## config.mk

```make
export PLATFORM = sky130hd
export DESIGN_NAME = tbp_pwm
export DESIGN_NICKNAME = d
export VERILOG_FILES = /design/src/hw/tbp_pkg.sv /design/src/hw/tbp_pwm.sv
export SDC_FILE = /design/constraint.sdc
export NUM_CORES = 1
export LEC_CHECK = 0
export CAP_MARGIN = 10
export CORE_ASPECT_RATIO = 0.9
export CORE_MARGIN = 2
export CORE_UTILIZATION = 69
export CTS_CLUSTER_SIZE = 25
export DETAILED_ROUTE_END_ITERATION = 7
export DONT_BUFFER_PORTS = 1
export GPL_TIMING_DRIVEN = 0
export PLACE_DENSITY_LB_ADDON = 0.2
export SYNTH_ARGS = -nofsm -noshare
export SYNTH_HDL_FRONTEND = slang
export SYNTH_SLANG_ARGS = --single-unit
export TNS_END_PERCENT = 100
```

## constraint.sdc

```tcl
create_clock -name clk -period 5.4 [get_ports clk]
set_input_delay 0.27 -clock clk [delete_from_list [all_inputs] [get_ports clk]]
set_output_delay 0.27 -clock clk [all_outputs]
set_load 0.02 [all_outputs]
```

## src/hw/tbp_pkg.sv

```systemverilog
// Package for the timer based pulse-width output block.
// Assumes a 32-bit APB slave, one clock, byte registers in the low lane.
package tbp_pkg;

  // ****************************************************************
  // Register byte addresses
  // ****************************************************************
  localparam logic [7:0] ADDR_PERIOD_COUNTER   = 8'h00;
  localparam logic [7:0] ADDR_PERIOD_LIMIT     = 8'h04;
  localparam logic [7:0] ADDR_PERIOD_CTRL      = 8'h08;
  localparam logic [7:0] ADDR_DUTY_HIGH_1      = 8'h0C;
  localparam logic [7:0] ADDR_DUTY_ACTIVE_1    = 8'h10;
  localparam logic [7:0] ADDR_MODULE_CTRL_1    = 8'h14;
  localparam logic [7:0] ADDR_DUTY_HIGH_2      = 8'h18;
  localparam logic [7:0] ADDR_DUTY_ACTIVE_2    = 8'h1C;
  localparam logic [7:0] ADDR_MODULE_CTRL_2    = 8'h20;
  localparam logic [7:0] ADDR_STEERING         = 8'h24;
  localparam logic [7:0] ADDR_PERIPH_FLAGS     = 8'h28;
  localparam logic [7:0] ADDR_POWER_CTRL       = 8'h2C;

  // ****************************************************************
  // Field positions
  // ****************************************************************
  localparam int RUN_BIT      = 2;  // Period timer run bit
  localparam int PRESCALE_LSB = 0;  // Prescale select bits 1:0
  localparam int POSTSCALE_LSB = 3; // Postscale select bits 6:3
  localparam int DUTY_LOW_LSB = 4;  // Duty low bits 5:4
  localparam int FLAG_BIT     = 1;  // Period timer flag
  localparam int SLEEP_BIT    = 0;  // Sleep request

  // ****************************************************************
  // Codes and reset values
  // ****************************************************************
  localparam logic [3:0] MODE_PWM_CODE  = 4'hC;  // Mode bits 11xx select modulation
  localparam logic [7:0] RESET_BYTE     = 8'h00;
  localparam logic [7:0] LIMIT_RESET    = 8'hFF;
  localparam logic [3:0] STEER_RESET    = 4'h1;
  localparam logic [1:0] PRE_DIV1       = 2'h0;
  localparam logic [1:0] PRE_DIV4       = 2'h1;
  localparam logic [3:0] PRE_LAST_DIV4  = 4'h3;
  localparam logic [3:0] PRE_LAST_DIV16 = 4'hF;

  // Output pair for one channel
  typedef struct packed {
    logic level;
    logic owned;
  } tbp_pin_type;

endpackage

```

## src/hw/tbp_pwm.sv

```systemverilog
// Timer based pulse-width output with two channels and an APB slave.
// Assumes a synchronous APB master on clk; pins are muxed with port latches outside.
//
// The placing of the registers and the APB interface to the registers were left to the implementer.
`timescale 1ns/1ps

module tbp_pwm (
  input  wire logic                  clk,
  input  wire logic                  rst_b,
  input  wire logic                  psel,
  input  wire logic                  penable,
  input  wire logic                  pwrite,
  input  wire logic [7:0]            paddr,
  input  wire logic [31:0]           pwdata,
  input  wire logic [3:0]            pstrb,
  output logic      [31:0]           prdata,
  output logic                       pready,
  output logic                       pslverr,
  output logic      [3:0]            steeredOutput,
  output logic      [3:0]            steeredOwned,
  output tbp_pkg::tbp_pin_type       modulatedOutputPin
);
  import tbp_pkg::*;

  // ****************************************************************
  // Registers
  // ****************************************************************
  logic [7:0] periodCounter;
  logic [7:0] periodLimit;
  logic [7:0] periodTimerControl;
  logic [7:0] dutyHigh    [2];
  logic [7:0] dutyActive  [2];
  logic [1:0] dutyLatch   [2];
  logic [7:0] moduleControl [2];
  logic [3:0] outputSteeringControl;
  logic       periodTimerFlag;
  logic       sleepMode;
  logic [3:0] prescaleCount;
  logic [1:0] clockPhase;
  logic       pinLevel [2];

  logic       access;
  logic       wrEn;
  logic       byteWr;
  logic       addrHit;
  logic       run;
  logic       tick;
  logic       baseStep;
  logic       rollover;
  logic [9:0] timeBase;
  logic [3:0] lastPrescale;
  logic       pwmOn [2];

  // Bus decode; one wait-free access phase
  assign access  = psel & penable;
  assign wrEn    = access & pwrite;
  assign byteWr  = wrEn & pstrb[0];
  assign pready  = 1'b1;
  assign pslverr = access & ~addrHit;

  // Timer advances only when running and awake
  assign run = periodTimerControl[RUN_BIT] & ~sleepMode;

  // Prescale terminal count; postscale field unused here
  always_comb begin
    case (periodTimerControl[PRESCALE_LSB +: 2])
      PRE_DIV1: lastPrescale = 4'h0;
      PRE_DIV4: lastPrescale = PRE_LAST_DIV4;
      default:  lastPrescale = PRE_LAST_DIV16;
    endcase
  end

  // One counter increment every four clocks times prescale
  assign tick = run && (clockPhase == 2'h3) && (prescaleCount == lastPrescale);
  assign rollover = tick && (periodCounter == periodLimit);

  // Ten-bit time base; low bits from phase at 1:1, prescaler bits 1:0 at 1:4, else prescaler bits 3:2
  always_comb begin
    if (periodTimerControl[PRESCALE_LSB +: 2] == PRE_DIV1) begin
      timeBase = {periodCounter, clockPhase};
    end else if (periodTimerControl[PRESCALE_LSB +: 2] == PRE_DIV4) begin
      timeBase = {periodCounter, prescaleCount[1:0]};
    end else begin
      timeBase = {periodCounter, prescaleCount[3:2]};
    end
  end

  // Edges at which the time base steps to its next value
  always_comb begin
    case (periodTimerControl[PRESCALE_LSB +: 2])
      PRE_DIV1: baseStep = run;
      PRE_DIV4: baseStep = run && (clockPhase == 2'h3);
      default:  baseStep = run && (clockPhase == 2'h3) && (prescaleCount[1:0] == 2'h3);
    endcase
  end

  // ****************************************************************
  // Time base counters
  // ****************************************************************
  // Clock phase and prescaler, cleared at rollover
  always_ff @(posedge clk or negedge rst_b) begin
    if (!rst_b) begin
      clockPhase    <= 2'h0;
      prescaleCount <= 4'h0;
    end else if (rollover) begin
      clockPhase    <= 2'h0;
      prescaleCount <= 4'h0;
    end else if (run) begin
      clockPhase <= clockPhase + 2'h1;
      if (clockPhase == 2'h3) begin
        prescaleCount <= (prescaleCount == lastPrescale) ? 4'h0 : prescaleCount + 4'h1;
      end
    end
  end

  // Period counter; software write wins over counting
  always_ff @(posedge clk or negedge rst_b) begin
    if (!rst_b) begin
      periodCounter <= RESET_BYTE;
    end else if (byteWr && paddr == ADDR_PERIOD_COUNTER) begin
      periodCounter <= pwdata[7:0];
    end else if (rollover) begin
      periodCounter <= RESET_BYTE;
    end else if (tick) begin
      periodCounter <= periodCounter + 8'h01;
    end
  end

  // Control registers
  always_ff @(posedge clk or negedge rst_b) begin
    if (!rst_b) begin
      periodLimit           <= LIMIT_RESET;
      periodTimerControl    <= RESET_BYTE;
      outputSteeringControl <= STEER_RESET;
      sleepMode             <= 1'b0;
    end else if (byteWr) begin
      case (paddr)
        ADDR_PERIOD_LIMIT: periodLimit           <= pwdata[7:0];
        ADDR_PERIOD_CTRL:  periodTimerControl    <= {1'b0, pwdata[6:0]};
        ADDR_STEERING:     outputSteeringControl <= pwdata[3:0];
        ADDR_POWER_CTRL:   sleepMode             <= pwdata[SLEEP_BIT];
        default: ;
      endcase
    end
  end

  // Period timer flag; overflow set wins over software clear
  always_ff @(posedge clk or negedge rst_b) begin
    if (!rst_b) begin
      periodTimerFlag <= 1'b0;
    end else if (rollover) begin
      periodTimerFlag <= 1'b1;
    end else if (byteWr && paddr == ADDR_PERIPH_FLAGS) begin
      periodTimerFlag <= pwdata[FLAG_BIT];
    end
  end

  // ****************************************************************
  // Channels
  // ****************************************************************
  for (genvar ch = 0; ch < 2; ch++) begin : gChan
    logic [7:0] hiAddr;
    logic [7:0] actAddr;
    logic [7:0] ctlAddr;
    logic [9:0] dutyNew;
    assign hiAddr  = (ch == 0) ? ADDR_DUTY_HIGH_1 : ADDR_DUTY_HIGH_2;
    assign actAddr = (ch == 0) ? ADDR_DUTY_ACTIVE_1 : ADDR_DUTY_ACTIVE_2;
    assign ctlAddr = (ch == 0) ? ADDR_MODULE_CTRL_1 : ADDR_MODULE_CTRL_2;
    assign pwmOn[ch] = (moduleControl[ch][3:2] == MODE_PWM_CODE[3:2]);
    assign dutyNew = {dutyHigh[ch], moduleControl[ch][DUTY_LOW_LSB +: 2]};

    // Software side of the duty value, writable any time
    always_ff @(posedge clk or negedge rst_b) begin
      if (!rst_b) begin
        dutyHigh[ch]      <= RESET_BYTE;
        moduleControl[ch] <= RESET_BYTE;
      end else if (byteWr && paddr == hiAddr) begin
        dutyHigh[ch] <= pwdata[7:0];
      end else if (byteWr && paddr == ctlAddr) begin
        moduleControl[ch] <= (ch == 0) ? pwdata[7:0] : {2'b00, pwdata[5:0]};
      end
    end

    // Active buffer and hidden latch, loaded at rollover
    always_ff @(posedge clk or negedge rst_b) begin
      if (!rst_b) begin
        dutyActive[ch] <= RESET_BYTE;
        dutyLatch[ch]  <= 2'h0;
      end else if (rollover) begin
        dutyActive[ch] <= dutyNew[9:2];
        dutyLatch[ch]  <= dutyNew[1:0];
      end else if (byteWr && paddr == actAddr && !pwmOn[ch]) begin
        dutyActive[ch] <= pwdata[7:0];
      end
    end

    // Pin level: set at rollover unless zero duty, cleared on match
    always_ff @(posedge clk or negedge rst_b) begin
      if (!rst_b) begin
        pinLevel[ch] <= 1'b0;
      end else if (!pwmOn[ch]) begin
        pinLevel[ch] <= 1'b0;
      end else if (rollover) begin
        pinLevel[ch] <= (dutyNew != 10'h000);
      end else if (baseStep && (timeBase + 10'h001) == {dutyActive[ch], dutyLatch[ch]}) begin
        // Clear on the edge at which the time base reaches the duty value
        pinLevel[ch] <= 1'b0;
      end
    end
  end

  // ****************************************************************
  // Pins
  // ****************************************************************
  // Channel one steered to four outputs; channel two on its own pin
  always_ff @(posedge clk or negedge rst_b) begin
    if (!rst_b) begin
      steeredOutput            <= 4'h0;
      steeredOwned             <= 4'h0;
      modulatedOutputPin.level <= 1'b0;
      modulatedOutputPin.owned <= 1'b0;
    end else begin
      steeredOutput            <= outputSteeringControl & {4{pinLevel[0] & pwmOn[0]}};
      steeredOwned             <= outputSteeringControl & {4{pwmOn[0]}};
      modulatedOutputPin.level <= pinLevel[1] & pwmOn[1];
      modulatedOutputPin.owned <= pwmOn[1];
    end
  end

  // ****************************************************************
  // Read path
  // ****************************************************************
  always_comb begin
    addrHit = 1'b1;
    prdata  = 32'h0000_0000;
    case (paddr)
      ADDR_PERIOD_COUNTER: prdata[7:0] = periodCounter;
      ADDR_PERIOD_LIMIT:   prdata[7:0] = periodLimit;
      ADDR_PERIOD_CTRL:    prdata[7:0] = periodTimerControl;
      ADDR_DUTY_HIGH_1:    prdata[7:0] = dutyHigh[0];
      ADDR_DUTY_ACTIVE_1:  prdata[7:0] = dutyActive[0];
      ADDR_MODULE_CTRL_1:  prdata[7:0] = moduleControl[0];
      ADDR_DUTY_HIGH_2:    prdata[7:0] = dutyHigh[1];
      ADDR_DUTY_ACTIVE_2:  prdata[7:0] = dutyActive[1];
      ADDR_MODULE_CTRL_2:  prdata[7:0] = moduleControl[1];
      ADDR_STEERING:       prdata[3:0] = outputSteeringControl;
      ADDR_PERIPH_FLAGS:   prdata[FLAG_BIT] = periodTimerFlag;
      ADDR_POWER_CTRL:     prdata[SLEEP_BIT] = sleepMode;
      default:             addrHit = 1'b0;
    endcase
  end

endmodule

```

== Word level (Yosys, flattened, before mapping) ==
Cells that the tools add are included.

* Register bits after elaboration: 97
* Input bits: 49

* $add $sub $neg: 4
* Eq/ne operators: 22
* Multiplexer cells: 30
* Bitwise operators: 13
* Reductions and logical operators: 36

{| class="wikitable"
|+ Operator list
! kind !! number
|-
| 2-to-1 mux 8 bit || 7
|-
| one-hot mux 4 bit (9 select lines) || 1
|-
| == test 8 x 5 -> 1 bit (second input constant) || 4
|-
| == test 8 x 6 -> 1 bit (second input constant) || 4
|-
| one-hot mux 1 bit (11 select lines) || 2
|-
| == test 10 bit || 2
|-
| one-hot mux 2 bit (10 select lines) || 1
|-
| nonzero test 10 bit || 2
|-
| == test 8 x 4 -> 1 bit (second input constant) || 2
|-
| logical AND 1 bit || 16
|-
| 2-to-1 mux 4 bit || 4
|-
| AND reduction 2 bit || 7
|-
| OR reduction 12 bit || 1
|-
| adder 10 x 1 -> 10 bit (second input constant) || 1
|-
| nonzero test 2 bit || 5
|-
| 2-to-1 mux 1 bit || 9
|-
| adder 8 x 1 -> 8 bit (second input constant) || 1
|-
| AND 4 bit || 2
|-
| == test 2 bit (second input constant) || 4
|-
| == test 8 x 3 -> 1 bit (second input constant) || 1
|-
| == test 8 bit || 1
|-
| zero test 8 bit || 1
|-
| 2-to-1 mux 2 bit || 4
|-
| one-hot mux 4 bit (2 select lines) || 1
|-
| other kinds (11) || 22
|}

== Depth between registers and ports, before layout ==
* Depth in word-level cells: 9
* Mapped depth: 9
* Depth with buffers taken out: 7

== Worst setup path after synthesis ==
Ideal clock, no wire load.

* Kind: reg2reg
* From: reg periodTimerControl[0]
* To: reg dutyLatch[0] (netlist name)
* Library setup time: 0.125 ns
* Arrival time: 2.117 ns
* Data required time: 5.275 ns
* Setup slack: 3.158 ns
* Cell stages (with the launch flop): 7
* Clock period less this slack: 2.242 ns
* Cells stage by stage: dfrtp_1 buf_6 or3_1 a2111o_1 a2111o_1 buf_6 mux2_4

* Longest elaborated chain between the ends: 5
* Elaborated cells between the ends (all ways): 6
* Those cells by class: eq/ne (2); mux (1); reduce/logical (3)

{| class="wikitable"
|+ Ends and longest elaborated chain
! element !! line !! source
|-
| start, declared || tbp_pwm.sv:30 || <nowiki>logic [7:0] periodTimerControl;</nowiki>
|-
| start signal, assigned || tbp_pwm.sv:139 || <nowiki>ADDR_PERIOD_CTRL: periodTimerControl <= {1'b0, pwdata[6:0]};</nowiki>
|-
| == test 2 x 1 -> 1 bit / zero test 2 bit (equally long branches) || tbp_pwm.sv:66 || <nowiki>case (periodTimerControl[PRESCALE_LSB +: 2])</nowiki>
|-
| one-hot mux 4 bit (2 select lines) * || tbp_pwm.sv:66 ||
|-
| == test 4 bit * || tbp_pwm.sv:74 || <nowiki>assign tick = run && (clockPhase == 2'h3) && (prescaleCount == lastPrescale);</nowiki>
|-
| logical AND 1 bit * || tbp_pwm.sv:74 ||
|-
| logical AND 1 bit * || tbp_pwm.sv:75 || <nowiki>assign rollover = tick && (periodCounter == periodLimit);</nowiki>
|-
| end signal, assigned by index || tbp_pwm.sv:191 || <nowiki>dutyLatch[ch] <= dutyNew[1:0];</nowiki>
|-
| end, declared || tbp_pwm.sv:33 || <nowiki>logic [1:0] dutyLatch [2];</nowiki>
|}

Mark *: on every way between the ends. The rest lies on a longest branch, timed or not.
A chain may end at the register's enable or synchronous reset.

== Final worst setup path ==
* From: reg periodCounter[1]
* To: reg periodCounter[1]

* Longest elaborated chain between the ends: 4
* Elaborated cells between the ends (all ways): 7
* Those cells by class: add/sub (1); eq/ne (1); mux (3); reduce/logical (2)

{| class="wikitable"
|+ Ends and longest elaborated chain
! element !! line !! source
|-
| start, declared || tbp_pwm.sv:28 || <nowiki>logic [7:0] periodCounter;</nowiki>
|-
| start signal, assigned || tbp_pwm.sv:121 || <nowiki>periodCounter <= pwdata[7:0];</nowiki>
|-
| start signal, assigned || tbp_pwm.sv:125 || <nowiki>periodCounter <= periodCounter + 8'h01;</nowiki>
|-
| adder 8 x 1 -> 8 bit / == test 8 bit (equally long branches) || tbp_pwm.sv:125, tbp_pwm.sv:75 ||
|-
| 2-to-1 mux 8 bit / logical AND 1 bit (equally long branches) || tbp_pwm.sv:124, tbp_pwm.sv:75 ||
|-
| 2-to-1 mux 8 bit || tbp_pwm.sv:122 || <nowiki>end else if (rollover) begin</nowiki>
|-
| 2-to-1 mux 8 bit || tbp_pwm.sv:120 || <nowiki>end else if (byteWr && paddr == ADDR_PERIOD_COUNTER) begin</nowiki>
|}

Parallel ways exist; a longest one is shown, timed or not. The select of a mux whose other input is x is not followed.

==> metrics <==
Ys Warns=0; most common cell after layout, fill and taps aside=dfrtp_1; Slew Limit Fails=0; dominant synthesized flop cell=dfrtp_1; Routed WL=16300 µm; number of synthesized flops with an enable pin=0; I/O Buffers=0; clock tree buffer depth=2; R2R Path End=periodCounter[1]; Place WS=2.73 ns; Resized cells post-CTS=0; share of cells above drive strength 1=0.201; antenna violations before repair=0; synthesized area=5740 µm²; CTS clock-pin slew for the worst setup and hold paths=0.09 ns; cts bufs inserted=9; Yosys reg bits=97; hold worst-path end=moduleControl[14]; Root Buffer=clkbuf_8; core region area=8070 µm²; clk sinks=97; Mapped Cells=570; total number of vias=4826; Antenna Nets Post-Route=0; RSZ-0062 raised after global routing=no; # setup viols final=0; Boundary Pins=93; endpoints failing hold=0; Period Utilization, post-route=0.508; vias in the first global route=4603; hold wc startpoint=pwdata[6]; Worst R2R Start=periodCounter[1]; final worst slack=2.66 ns; reg2reg setup slack=2.66 ns; VDD IR max=0.000201 V; area grow syn2layout=7.31%; clock skew=0.0128 ns; Rel. slew slack=0.224; number of detailed-route iterations in the first pass=5; initial core utilization=0.711; FMAX=365 MHz; measured slew at the worst slew-check pin=1.15 ns; run status=complete, no violations; site row count=31; Synth cell types=69; Mapped Avg Cell Area=10.1 µm²; GRT overflow=0; worst r2r path cells=7; crit end category=register; final setup TNS=0 ns; CTS tree=yes; CP Launch Type=register; leakage=0.00278 µW; drt drc=0; htree depth=3; CP Data Arrival Time=2.99 ns; first-pass GRT wire length=25600 µm; Iteration-0 DRC Markers=473; gpl congestion=1.05; Total GRT Usage=0.372; critical path required time=5.65 ns; Die Area=9060 µm²; Final Power=1280 µW; PwrDens=208 nW/µm²; nets@finish=658; Post-synth ARST share=1.00; CP Max Fanout=10; Final min period=2.74 ns; Seq/Total Area, Yosys=0.425; Die Y=90.5 µm; wire per inst=23.0 µm; hold slack=0.0566 ns; largest net degree at the start of global routing=98; most frequent cells in the layout=dfrtp_1, mux2_2, nor2_1; Max-cap violations=0; die width=100 µm; CP Class=register to register; hold path depth=1; vias per cell=6.80; worst hold-check path type=primary input to register; post-DP HPWL=11900 µm; ANT cells=0; clk_lat worst skew=0.37 ns
-- power by group --
group / total, µW / internal, µW / switching (µW) / leakage (µW)
registers: 740 / 733 / 7.84 / 0.00120
clock network: 431 / 170 / 260 / 0.0000762
logic: 107 / 35.7 / 71.2 / 0.00151
total: 1280 / 939 / 340 / 0.00278
-- kinds of logic after synthesis --
| family | count (synthesis) | synth area share |
|---|---|---|
| AO/OA/AOI/OAI | 110 | 0.136 |
| XOR/XNOR | 30 | 0.0482 |
| adder cells (fa/ha/maj) | 3 | 0.00654 |
| buffers and inverters | 65 | 0.0650 |
| flip-flops | 97 | 0.425 |
| multiplexers | 82 | 0.159 |
| other | 2 | 0.00131 |
| AND/OR/NAND/NOR | 181 | 0.158 |
-- worst max-delay path, cell delays in order (launching register included) --
cell and delay, ns:
dfrtp_1 0.37, clkbuf_1 0.50, xnor2_1 0.24, nand4_1 0.27
nor2_1 0.54, nor2_1 0.19, a22o_1 0.24, mux2_2 0.27
-- Yosys cell counts, types with 2 or more instances --
library cell	instances	area, µm²
mux2_4	2	30.0
nor2b_1	3	18.8
ha_1	3	37.5
a31oi_1	4	25.0
a22oi_1	6	45.0
nor4_1	11	68.8
and3_1	12	75.1
nand3_1	20	100
a32oi_1	2	17.5
conb_1	2	7.51
a221oi_1	3	26.3
xor2_1	6	52.6
nand4_1	7	43.8
o31ai_1	3	22.5
nand2_1	46	173
and2_1	7	43.8
a21o_1	3	22.5
o311ai_0	2	17.5
dfrtp_1	88	2200
o21ai_0	15	75.1
or2_2	2	12.5
or3_1	2	12.5
nand2b_1	6	37.5
a222oi_1	9	90.1
buf_4	25	188
dfstp_2	9	236
o22a_1	2	17.5
nor2_1	47	176
xnor2_1	23	201
buf_2	4	20.0
nor3_1	5	25.0
clkbuf_1	20	75.1
nand3b_1	3	22.5
buf_6	4	45.0
o211ai_1	3	22.5
inv_1	8	30.0
mux2_2	55	619
a211oi_1	2	15.0
a2111o_1	3	33.8
mux2i_1	23	230
buf_1	4	15.0
a21oi_1	33	165
a22o_1	7	61.3
-- what timing repair did --
item                      CTS  global route
hold endpoints to repair   97             0
buffers inserted            0             0
hold buffers                2             0
-- layer usage --
| metal | up-vias | part of all wire | routed length (µm) | GRT usage |
|---|---|---|---|---|
| met5 | - | 0 | 0 | 0 |
| met4 | 0 | 0.042 | 680 | 0.137 |
| met3 | 63 | 0.12 | 2010 | 0.0898 |
| met2 | 347 | 0.45 | 7380 | 0.563 |
| met1 | 2296 | 0.38 | 6250 | 0.525 |
| li1 | 2120 | - | - | - |
-- metrics by stage --
stage,cell area (µm²),cells,util
after floorplan,5820,593,-
after global placement,5950,692,0.737
after detailed placement,5950,692,0.737
after CTS,6160,710,0.763
after global routing,6160,710,0.763
final,6160,710,0.763
-- worst max-delay path by stage --
stage / from / endpoint / slack [ns]
floorplan: periodTimerControl[0] / dutyLatch[0] / 3.16
global placement: paddr[5] / dutyActive[6] / 2.71
detailed placement: paddr[5] / dutyActive[4] / 2.73
CTS: periodCounter[1] / pinLevel[0] / 2.83
global route: periodCounter[1] / periodCounter[1] / 2.49
finish: periodCounter[1] / periodCounter[1] / 2.66
-- registers in the layout, summed over array words and instances, names as in the netlist --
| register | count |
|---|---|
| dutyActive | 16 |
| periodTimerControl | 7 |
| steeredOwned | 4 |
| dutyHigh | 16 |
| moduleControl | 10 |
| outputSteeringControl | 4 |
| sleepMode | 1 |
| periodLimit | 8 |
| dutyLatch | 4 |
| gChan.dutyNew | 4 |
| pinLevel | 2 |
| periodTimerFlag | 1 |
| prescaleCount | 4 |
| steeredOutput | 4 |
| modulatedOutputPin | 2 |
| clockPhase | 2 |
| periodCounter | 8 |
-- area by class of cell --
cell class / instances / area (µm²)
multi-input combinational: 431 / 3010
timing repair buffer: 2 / 37.5
clock inverter: 5 / 40.0
buffer: 57 / 343
tap: 99 / 124
sequential: 97 / 2440
fill: 580 / 1910
inverter: 8 / 30.0
clock buffer: 11 / 131
Power figures use the tool's default switching activity.
